## src/design/nstx_pkg.sv

```systemverilog
package nstx_pkg;
    // opcode patterns, 14 bits
    localparam logic [13:0] NSTX_OP_SWAP_MASK  = 14'h3f00;
    localparam logic [13:0] NSTX_OP_SWAP       = 14'h0e00;
    localparam logic [13:0] NSTX_OP_XORF       = 14'h0600;
    localparam logic [13:0] NSTX_OP_ZTEST_MASK = 14'h3f80;
    localparam logic [13:0] NSTX_OP_ZTEST      = 14'h0880;
    localparam logic [13:0] NSTX_OP_XORL       = 14'h1f00;
    localparam logic [13:0] NSTX_OP_TABH       = 14'h0058;
    localparam logic [13:0] NSTX_OP_TABL       = 14'h0050;
    localparam int          NSTX_DEST_BIT      = 7;
    localparam int          NSTX_ADDR_W        = 7;
    localparam int          NSTX_PC_W          = 12;
    localparam int          NSTX_PAGE_W        = NSTX_PC_W - 8;
    localparam logic [7:0]  NSTX_W_RESET       = 8'h00;
    typedef enum logic [1:0] {NSTX_IDLE, NSTX_TAB_FETCH} nstx_state_t;
endpackage

```

## src/design/nstx_exec.sv

```systemverilog
// Function
// [RULE1] nibble swap of file reg, result to w (d=0) or file (d=1), no flags
// [RULE2] high table read loads w with upper rom word byte, two cycles, no flags
// [RULE3] low table read loads w with lower rom word byte, two cycles, no flags
// [RULE4] table pointer is page register upper bits with indirect register low byte
// [RULE5] zero test sets zero flag when file register is zero, no write
// [RULE6] xor literal writes w xor k into w, updates zero flag only
// [RULE7] xor file computes w xor f, to w or file per d, updates zero flag
// [RULE8] zero test clears zero flag when file register is nonzero
`timescale 1ns/1ns
module nstx_exec (
    input  wire logic                                ref_clk,
    input  wire logic                                rst_n,
    input  wire logic                                instr_valid,
    input  wire logic [13:0]                         instr,
    input  wire logic [7:0]                          file_rdata,
    input  wire logic [nstx_pkg::NSTX_PAGE_W-1:0]    table_page_register,
    input  wire logic [7:0]                          indirect_address_register,
    input  wire logic [13:0]                         rom_rdata,
    output logic                                     busy,
    output logic [nstx_pkg::NSTX_ADDR_W-1:0]         file_addr,
    output logic                                     file_we,
    output logic [7:0]                               file_wdata,
    output logic [nstx_pkg::NSTX_PC_W-1:0]           table_pointer,
    output logic                                     rom_re,
    output logic [7:0]                               w_reg,
    output logic                                     zero_flag
);
    // file_rdata is combinational from file_addr output (same clock)
    nstx_pkg::nstx_state_t state_q, state_d;
    logic        we_q, we_d, re_q, re_d, hi_q, hi_d, z_q, z_d, busy_q, busy_d;
    logic [7:0]  wd_q, wd_d, w_q, w_d;
    logic [nstx_pkg::NSTX_PC_W-1:0] tp_q, tp_d;

    function automatic logic match(input logic [13:0] op, input logic [13:0] mask,
                                   input logic [13:0] pat);
        return (op & mask) == pat;
    endfunction

    logic dest_file;
    logic [7:0] swapped, xored, xlit;
    assign dest_file = instr[nstx_pkg::NSTX_DEST_BIT];
    assign swapped   = {file_rdata[3:0], file_rdata[7:4]};
    assign xored     = w_q ^ file_rdata;
    // one xor feeds both w and the zero flag
    assign xlit      = w_q ^ instr[7:0];

    always_comb begin
        state_d = state_q;
        we_d    = 1'b0;
        wd_d    = wd_q;
        w_d     = w_q;
        z_d     = z_q;
        re_d    = 1'b0;
        hi_d    = hi_q;
        busy_d  = 1'b0;
        tp_d    = {table_page_register, indirect_address_register}; // RULE4
        case (state_q)
            nstx_pkg::NSTX_IDLE: begin
                if (instr_valid) begin
                    if (match(instr, nstx_pkg::NSTX_OP_SWAP_MASK, nstx_pkg::NSTX_OP_SWAP)) begin
                        if (dest_file) begin // RULE1
                            we_d = 1'b1;
                            wd_d = swapped;
                        end else begin
                            w_d = swapped;
                        end
                    end else if (match(instr, nstx_pkg::NSTX_OP_SWAP_MASK,
                                       nstx_pkg::NSTX_OP_XORF)) begin
                        z_d = (xored == 8'h00); // RULE7
                        if (dest_file) begin
                            we_d = 1'b1;
                            wd_d = xored;
                        end else begin
                            w_d = xored;
                        end
                    end else if (match(instr, nstx_pkg::NSTX_OP_ZTEST_MASK,
                                       nstx_pkg::NSTX_OP_ZTEST)) begin
                        z_d = (file_rdata == 8'h00); // RULE5 RULE8
                    end else if (match(instr, nstx_pkg::NSTX_OP_SWAP_MASK,
                                       nstx_pkg::NSTX_OP_XORL)) begin
                        w_d = xlit; // RULE6
                        z_d = (xlit == 8'h00);
                    end else if (instr == nstx_pkg::NSTX_OP_TABH
                                 || instr == nstx_pkg::NSTX_OP_TABL) begin
                        // second cycle reads rom; pointer sampled now
                        hi_d    = (instr == nstx_pkg::NSTX_OP_TABH);
                        re_d    = 1'b1;
                        busy_d  = 1'b1;
                        state_d = nstx_pkg::NSTX_TAB_FETCH;
                    end
                end
            end
            nstx_pkg::NSTX_TAB_FETCH: begin
                tp_d    = tp_q;
                // upper byte holds the six high bits of the 14-bit word
                w_d     = hi_q ? {2'b00, rom_rdata[13:8]} : rom_rdata[7:0]; // RULE2 RULE3
                state_d = nstx_pkg::NSTX_IDLE;
            end
            default: state_d = nstx_pkg::NSTX_IDLE;
        endcase
    end

    always_ff @(posedge ref_clk) begin
        if (!rst_n) begin
            state_q <= nstx_pkg::NSTX_IDLE;
            we_q    <= 1'b0;
            wd_q    <= 8'h00;
            w_q     <= nstx_pkg::NSTX_W_RESET;
            z_q     <= 1'b0;
            re_q    <= 1'b0;
            hi_q    <= 1'b0;
            busy_q  <= 1'b0;
            tp_q    <= '0;
        end else begin
            state_q <= state_d;
            we_q    <= we_d;
            wd_q    <= wd_d;
            w_q     <= w_d;
            z_q     <= z_d;
            re_q    <= re_d;
            hi_q    <= hi_d;
            busy_q  <= busy_d;
            tp_q    <= tp_d;
        end
    end

    // file address mirrors instruction low bits combinationally for same-cycle reads
    assign file_addr     = instr[nstx_pkg::NSTX_ADDR_W-1:0];
    assign file_we       = we_q;
    assign file_wdata    = wd_q;
    assign table_pointer = tp_q;
    assign rom_re        = re_q;
    assign w_reg         = w_q;
    assign zero_flag     = z_q;
    assign busy          = busy_q;
endmodule

```

## config.mk

```make
export PLATFORM = sky130hd
export DESIGN_NAME = nstx_exec
export DESIGN_NICKNAME = d
export VERILOG_FILES = /design/src/design/nstx_pkg.sv /design/src/design/nstx_exec.sv
export SDC_FILE = /design/constraint.sdc
export NUM_CORES = 1
export LEC_CHECK = 0
export BUFFER_PORTS_ARGS = -buffer_cell sky130_fd_sc_hd__clkbuf_2
export CELL_PAD_IN_SITES_DETAIL_PLACEMENT = 1
export CELL_PAD_IN_SITES_GLOBAL_PLACEMENT = 1
export CORE_ASPECT_RATIO = 1.2
export CORE_MARGIN = 5
export CORE_UTILIZATION = 30
export CTS_CLUSTER_DIAMETER = 150
export DETAILED_ROUTE_END_ITERATION = 8
export PLACE_DENSITY = 0.81
export SLEW_MARGIN = 30
export SYNTH_ARGS = -nofsm -noshare
export SYNTH_HDL_FRONTEND = slang
export SYNTH_SLANG_ARGS = --single-unit
```

## constraint.sdc

```tcl
create_clock -name ref_clk -period 3 [get_ports ref_clk]
set_input_delay 0.6 -clock ref_clk [delete_from_list [all_inputs] [get_ports ref_clk]]
set_output_delay 0.6 -clock ref_clk [all_outputs]
set_load 0.02 [all_outputs]
```

Word-level counts from Yosys, hierarchy flattened --
Index checks and enable logic that the tools add are counted.
Word-level totals: logic and storage cells 66, register bits after elaboration 33, input bits 51
Cells by class: bitwise operators 9, equal/unequal tests 13, reductions and logical operators 16, multiplexer cells 20
Operators with widths (number):
- $mux W8 | 12
- $eq A14 B7 Y1 const B | 2
- $logic_not A8 Y1 | 3
- $pmux W8 S2 | 1
- $xor A8 B8 Y8 | 2
- $reduce_and A6 Y1 | 2
- $ne A4 B4 Y1 const B | 2
- $eq A7 B5 Y1 const B | 1
- $mux W1 | 7
- $not A1 Y1 | 7
- $reduce_and A7 Y1 | 1
- $reduce_or A7 Y1 | 1
- $eq A6 B3 Y1 const B | 1
- $eq A6 B4 Y1 const B | 1
- $eq A6 B5 Y1 const B | 1
- $ne A2 B2 Y1 const B | 3
- $ne A3 B3 Y1 const B | 2
- $reduce_and A5 Y1 | 1
- $reduce_and A4 Y1 | 1
- $reduce_bool A2 Y1 | 2
- $reduce_and A3 Y1 | 1
- $reduce_bool A3 Y1 | 1
- $logic_not A2 Y1 | 1
- $reduce_and A2 Y1 | 1
- $logic_or A1 B1 Y1 | 1

Depth between registers and ports, before layout --
Gate-level depths: netlist (run 1).
depth in word-level cells 7, gate-level depth with buffers 7, mapped depth without buffers 5

Least setup slack after synthesis (run 1) --
OpenSTA, ideal clock, no wires.
path kind input to register, start point input port instr[8], end point register w_q[1] (netlist: w_reg[1]), setup slack 1.176 ns, stages 6, library setup time 0.118 ns, data required time 2.882 ns, path buffers 1, arrival 1.706 ns, path through or3_4 -> a211oi_4 -> buf_6 -> o21ai_2 -> a21oi_2 -> nor4_2
On the way: word-level cells in the longest chain between the ends 5, elaborated cells on any way between the ends 13, those cells by class eq/ne (8); mux (4); reduce/logical (1)
RTL lines:
- start, declared | line nstx_exec.sv:15 | input wire logic [13:0] instr,
- $eq A6 B3 Y1 | line nstx_exec.sv:37 | return (op & mask) == pat;
- $mux W8 | line nstx_exec.sv:68 | end else if (match(instr, nstx_pkg::NSTX_OP_SWAP_MASK,
- $mux W8 | line nstx_exec.sv:61 | if (match(instr, nstx_pkg::NSTX_OP_SWAP_MASK, nstx_pkg::NSTX_OP_SWAP)) begin
- $mux W8 | line nstx_exec.sv:60 | if (instr_valid) begin
- $pmux W8 S2 | line nstx_exec.sv:58 | case (state_q)
- end signal, assigned | line nstx_exec.sv:109 | w_q <= nstx_pkg::NSTX_W_RESET;
- end signal, assigned | line nstx_exec.sv:119 | w_q <= w_d;
- end, declared | line nstx_exec.sv:32 | logic [7:0] wd_q, wd_d, w_q, w_d;
Several ways; a longest one is shown, not always the timed one. The select of a mux whose other input is x is not followed. A chain may end at the register's enable or synchronous reset.

Worst setup path in the final report (run 1) --
start point input port instr[11], end point register w_q[2] (netlist: w_reg[2])
Same word-level chain as after synthesis.

==> results.yml, run 1 <==
floorplanning:
  fp.dieArea_sq_um: 9455
  dieHeight_um: 105.5
  core-area_sq_um: 7317
  start_util_pct: 31.17
  row_count: 34
  ios: 90
  die_w_um: 89.60
global_routing:
  grt_start_max_net_pins: 35
  grt-ovfl-total: 0
  grt_util_all_layers_pct: 16.17
  antenna_found_initial: 0
  grt_pass1_vias: 2343
  grt_pass1_wl_um: 12010
pwr:
  ir_drop_mv: 0.2204
  leakagePower_nw: 1.125
  p_per_area_nw_per_um2: 411.0
  finalPower_mw: 1.155
yosys:
  syn_inst: 255
  syn_nets: 306
  synthFlopType: "dfxtp_1"
  yosys_warnings: 0
  synth-seq-cells: 33
  ys_seq_area_share_pct: 28.96
  synth_top_area_share_pct: 28.96
  yosys-top-cells-area: "dfxtp_1 29%, mux2i_1 11%, nor2b_1 5.5%"
  synth_top_area_cell: "dfxtp_1"
  synth_edf_count: 0
  synth.distinct_cells: 44
  async_flop_share_pct: 0
  syn_area_sq_um: 2281
  post_synth.cell_area_avg_sq_um: 8.945
cts:
  htreeDepth: 2
  clock_latency_ps: 300
  hold_buffers: 0
  clk_path_buf_depth: 2
  clock-sinks: 33
  tritoncts: "yes"
  post_cts_buffers: 0
  cts_buffers: 5
  ctsResizeCount: 0
  cts-root-buf: "clkbuf_8"
  clkTransAtPathRegs_ps: 90
detailed_routing:
  routed_wl_um: 7627
  drt_pre_antenna_iters: 4
  vias_per_cell: 5.197
  drtIter0Drc: 101
  ant_nets: 0
  wl_per_cell_um: 18.12
  drc: 0
  vias: 2188
worst_setup_path:
  crit_path_end_kind: "flop"
  cp_num_cells: 6
  cp-startpoint: "instr[11]"
  slowest_delay_ps: 400
  rrSetupSlack_ps: 1230
  critPathTopFamily: "compound AO/OA/AOI/OAI gates"
  crit_type: "primary input to flop"
  cp_slowest_cell: "a211oi_4"
  worstRegToRegCells: 5
  cp_max_fo: 22
  required_ps: 3190
  cp.arrival_ps: 2270
  worst-path-buf-inv: 1
  crit_chain: "clkbuf_2 -> nand3_1 -> a211oi_4 -> nand3_2 -> o211ai_1 -> nor3_1"
  startpoint_type: "primary input"
  r2r_start: "state_q[0]"
timing:
  skew_ps: 14.18
  period_share_pct: 69.12
  setup_viol: 0
  rsz0062_at_grt: "no"
  hold_viol: 0
  worst_slew_pin_slew_ps: 539.3
  timing.hold.ws_ps: 459.7
  fmax_mhz: 482.2
  min_period_ps: 2074
  max-slew-margin-rel_pct: 64.05
  report.final.slew_viol_count: 0
  tns_ps: 0
flow_run:
  cap_violations: 0
layout:
  largest_reg_flops: 12
  layout_commonest_cell: "clkbuf_2"
  layout_common_cells: "89 x clkbuf_2, 33 x dfxtp_1, 28 x nand2_1"
  fillCellCount: 931
  drive_gt1_share_pct: 39.58
  nNetsFinal: 381
  final_area_sq_um: 2809
  antenna_cells: 0
  synthToLayoutAreaGrowth_pct: 23.15
min_path:
  hold_path_class: "flop to flop"
  hold-path-cell-count: 2
  worstHoldStart: "file_wdata[6]"
run_status:
  status: "completed"
placement:
  port_buffers: 89
  dp_hpwl_um: 5813
  gp_congestion: 0.8705
  place_area_sq_um: 2675
## Yosys cell counts (2+ instances only)
library cell,instances
nor2b_1,20
o211ai_1,4
buf_4,8
clkbuf_8,3
o21ai_0,7
nand3_2,2
a21oi_2,6
xnor2_1,8
nand2_1,28
a31oi_1,2
xor2_1,8
nand3_1,4
nor3_1,4
mux2i_1,25
nor2_1,6
nor4_2,3
dfxtp_1,33
buf_2,2
nand4_1,3
o21ai_2,4
o22ai_1,2
a21oi_1,15
nand3b_1,8
clkbuf_1,6
a21boi_1,2
nor4_1,11
buf_6,4
and2_1,3
mux2_2,9
## metrics by stage
step	cells	setup slack, ps	utilization (%)
floorplan	255	1176	-
global placement	413	724.3	36.56
detailed placement	413	658.2	36.56
CTS	421	980.4	38.39
global route	421	853.4	38.39
finish	421	926.4	38.39
## path summary, 6_finish.rpt
check / endpoint
min reg2reg: file_wdata[6]
max: w_reg[2]
max reg2reg: file_wdata[3]
min: file_wdata[6]
## kinds of logic after synthesis
kind of cell           share of synthesized area [%]
AO/OA/AOI/OAI                                  13.77
multiplexers                                   15.41
flip-flops                                     28.96
AND/OR/NAND/NOR                                27.87
XOR/XNOR                                       6.144
buffers and inverters                          7.844
## worst register-to-register path: stages (launching register included)
cell and delay, ps:
dfxtp_1 310, buf_4 240, nor2b_1 280, and3_1 520, mux2i_1 260, nor2b_1 60
## where the power goes
part	internal, mW	switching, mW	total [mW]
combinational	0.0737	0.109	0.182
sequential	0.448	0.00735	0.456
clock	0.330	0.186	0.517
## area by class of cell
type | instances | area, sq um | area share [%]
flip-flops and latches | 33 | 660.6 | 23.52
clock inverters | 3 | 65.06 | 2.316
clock buffers | 5 | 68.82 | 2.450
well taps | 90 | 112.6 | 4.009
repair buffers | 91 | 460.4 | 16.39
multi-input cells | 199 | 1441 | 51.31
## layer usage
layer | up-vias | part of all wire, % | track usage, %
met5 | - | 0 | 0
met4 | 0 | 1.5 | 5.638
met3 | 9 | 5.2 | 2.420
met2 | 58 | 52 | 28.09
met1 | 1065 | 42 | 19.75
li1 | 1056 | - | -
No activity file was read; power rests on OpenSTA's default activity.
==> inputs of run 2 (changes only) <==
==> constraint.sdc (replaced) <==
create_clock -name ref_clk -period 1.95 [get_ports ref_clk]
set_input_delay 0.39 -clock ref_clk [delete_from_list [all_inputs] [get_ports ref_clk]]
set_output_delay 0.39 -clock ref_clk [all_outputs]
set_load 0.02 [all_outputs]
==> run 2 against run 1 <==
Effect of this change:
- non-clock buffer count is 17 higher
- critical endpoint unchanged
- worst hold slack worse by 100 ps
- first-iteration DRC count increased by 76%
- sequential share of layout area fell by 0.75 points
==> results.yml, run 2 (same netlist as run 1, synthesis figures left out) <==
timing:
  min_period_ps: 1736
  hold_viol: 0
  fmax_mhz: 576.0
  report.final.slew_viol_count: 0
  layout_setup_ws_ps: 213.8
  setup_viol: 0
  skew_ps: 5.705
  timing.hold.ws_ps: 357.8
  worst_slew_pin_slew_ps: 605.0
  rsz0062_at_grt: "no"
  max-slew-margin-rel_pct: 59.67
  period_share_pct: 89.04
cts:
  cts-root-buf: "clkbuf_8"
  clock_latency_ps: 280
  post_cts_buffers: 0
  clk_path_buf_depth: 2
  ctsResizeCount: 0
  tritoncts: "yes"
  clock-sinks: 33
  cts_buffers: 5
  clkTransAtPathRegs_ps: 80
  hold_buffers: 0
  htreeDepth: 2
worst_setup_path:
  required_ps: 2120
  crit_path_end_kind: "flop"
  cp.arrival_ps: 1910
  crit_type: "primary input to flop"
  r2r_start: "state_q[0]"
  startpoint_type: "primary input"
  cp_max_fo: 7
  worstRegToRegCells: 5
  r2r_end: "w_reg[2]"
  rrSetupSlack_ps: 260
floorplanning:
  ios: 90
  die_w_um: 89.60
  start_util_pct: 31.17
  row_count: 34
  core-area_sq_um: 7317
  fp.dieArea_sq_um: 9455
  dieHeight_um: 105.5
layout:
  synthToLayoutAreaGrowth_pct: 27.21
  nNetsFinal: 398
  largest_reg_flops: 12
  antenna_cells: 0
  fillCellCount: 918
  drive_gt1_share_pct: 42.53
  layout_common_cells: "89 x clkbuf_2, 33 x dfxtp_1, 28 x nand2_1"
  stdcell_count: 438
  layout_commonest_cell: "clkbuf_2"
  register_area_sq_um: 660.6
  multi_input_area_sq_um: 1441
run_status:
  status: "completed"
pwr:
  ir_drop_mv: 0.4494
  switching_share_pct: 29.61
  leakagePower_nw: 1.188
  internal_power_mw: 1.064
  p_per_area_nw_per_um2: 520.7
  seq_power_share_pct: 46.4
  p_clk_share_pct: 33.9
  comb_power_share_pct: 19.7
  power.switching_mw: 0.4474
  finalPower_mw: 1.511
min_path:
  worstHoldEndpoint: "table_pointer[8]"
  worstHoldStart: "table_page_register[0]"
  hold_path_class: "primary input to flop"
  hold-path-cell-count: 3
detailed_routing:
  ant_nets: 0
  drt_pre_antenna_iters: 4
  vias: 2251
  vias_per_cell: 5.139
  wl_per_cell_um: 17.34
  drc: 0
  routed_wl_um: 7595
  drtIter0Drc: 178
global_routing:
  grt_util_all_layers_pct: 16.17
  grt-ovfl-total: 0
  grt_pass1_wl_um: 12080
  grt_start_max_net_pins: 35
  grt_pass1_vias: 2394
  antenna_found_initial: 0
placement:
  dp_hpwl_um: 6038
  place_ws_ps: -67.30
  gp_congestion: 0.8871
  dp_cells: 430
  port_buffers: 89
flow_run:
  cap_violations: 0
## run 2: how the worst max path moves through the flow
stage | cells after the start | to | start | slack (ps)
finish | 6 | w_reg[2] | instr[8] | 210
global route | 6 | w_reg[4] | instr[8] | 150
CTS | 6 | w_reg[2] | instr[8] | 210
detailed placement | 6 | w_reg[2] | instr[8] | -70
global placement | 6 | hi_q | instr[5] | 7
floorplan | 6 | w_reg[1] | instr[8] | 340
## run 2: routing by layer
layer / part of all wire [%] / vias up / track usage (%)
met2: 51 / 64 / 27.77
met3: 6.2 / 8 / 3.279
met1: 41 / 1097 / 20.04
li1: - / 1082 / -
met5: 0 / - / 0
met4: 1.3 / 0 / 4.468
## run 2: layout make-up
cell class                      instances  area share, %
Clock buffer                            5          2.372
Sequential cell                        33          22.77
Multi-Input combinational cell        199          49.68
Clock inverter                          3         0.6037
Tap cell                               90          3.881
Timing Repair Buffer                  108          20.70
## run 2: power by group through the flow
stage / Combinational [mW] / Clock, mW / Sequential (mW)
CTS: 0.299 / 0.526 / 0.701
finish: 0.297 / 0.512 / 0.701
global placement: 0.290 / 0 / 0.716
floorplan: 0.146 / 0 / 0.735
global route: 0.322 / 0.552 / 0.703
detailed placement: 0.296 / 0 / 0.717
## run 2: through the flow
step / util (%) / TNS (ps) / cell area, sq um
2_1_floorplan: - / 0 / 2281
3_3_place_gp: 38.47 / 0 / 2815
3_5_place_dp: 38.47 / -129.4 / 2815
4_1_cts: 39.65 / 0 / 2902
5_1_grt: 39.65 / 0 / 2902
6_report: 39.65 / 0 / 2902
## run 2: critical path, stage by stage
cell      delay (ps)
clkbuf_2         120
or3_4            420
a211oi_4         430
nand3_2          230
o211ai_1         250
nor3_1            60
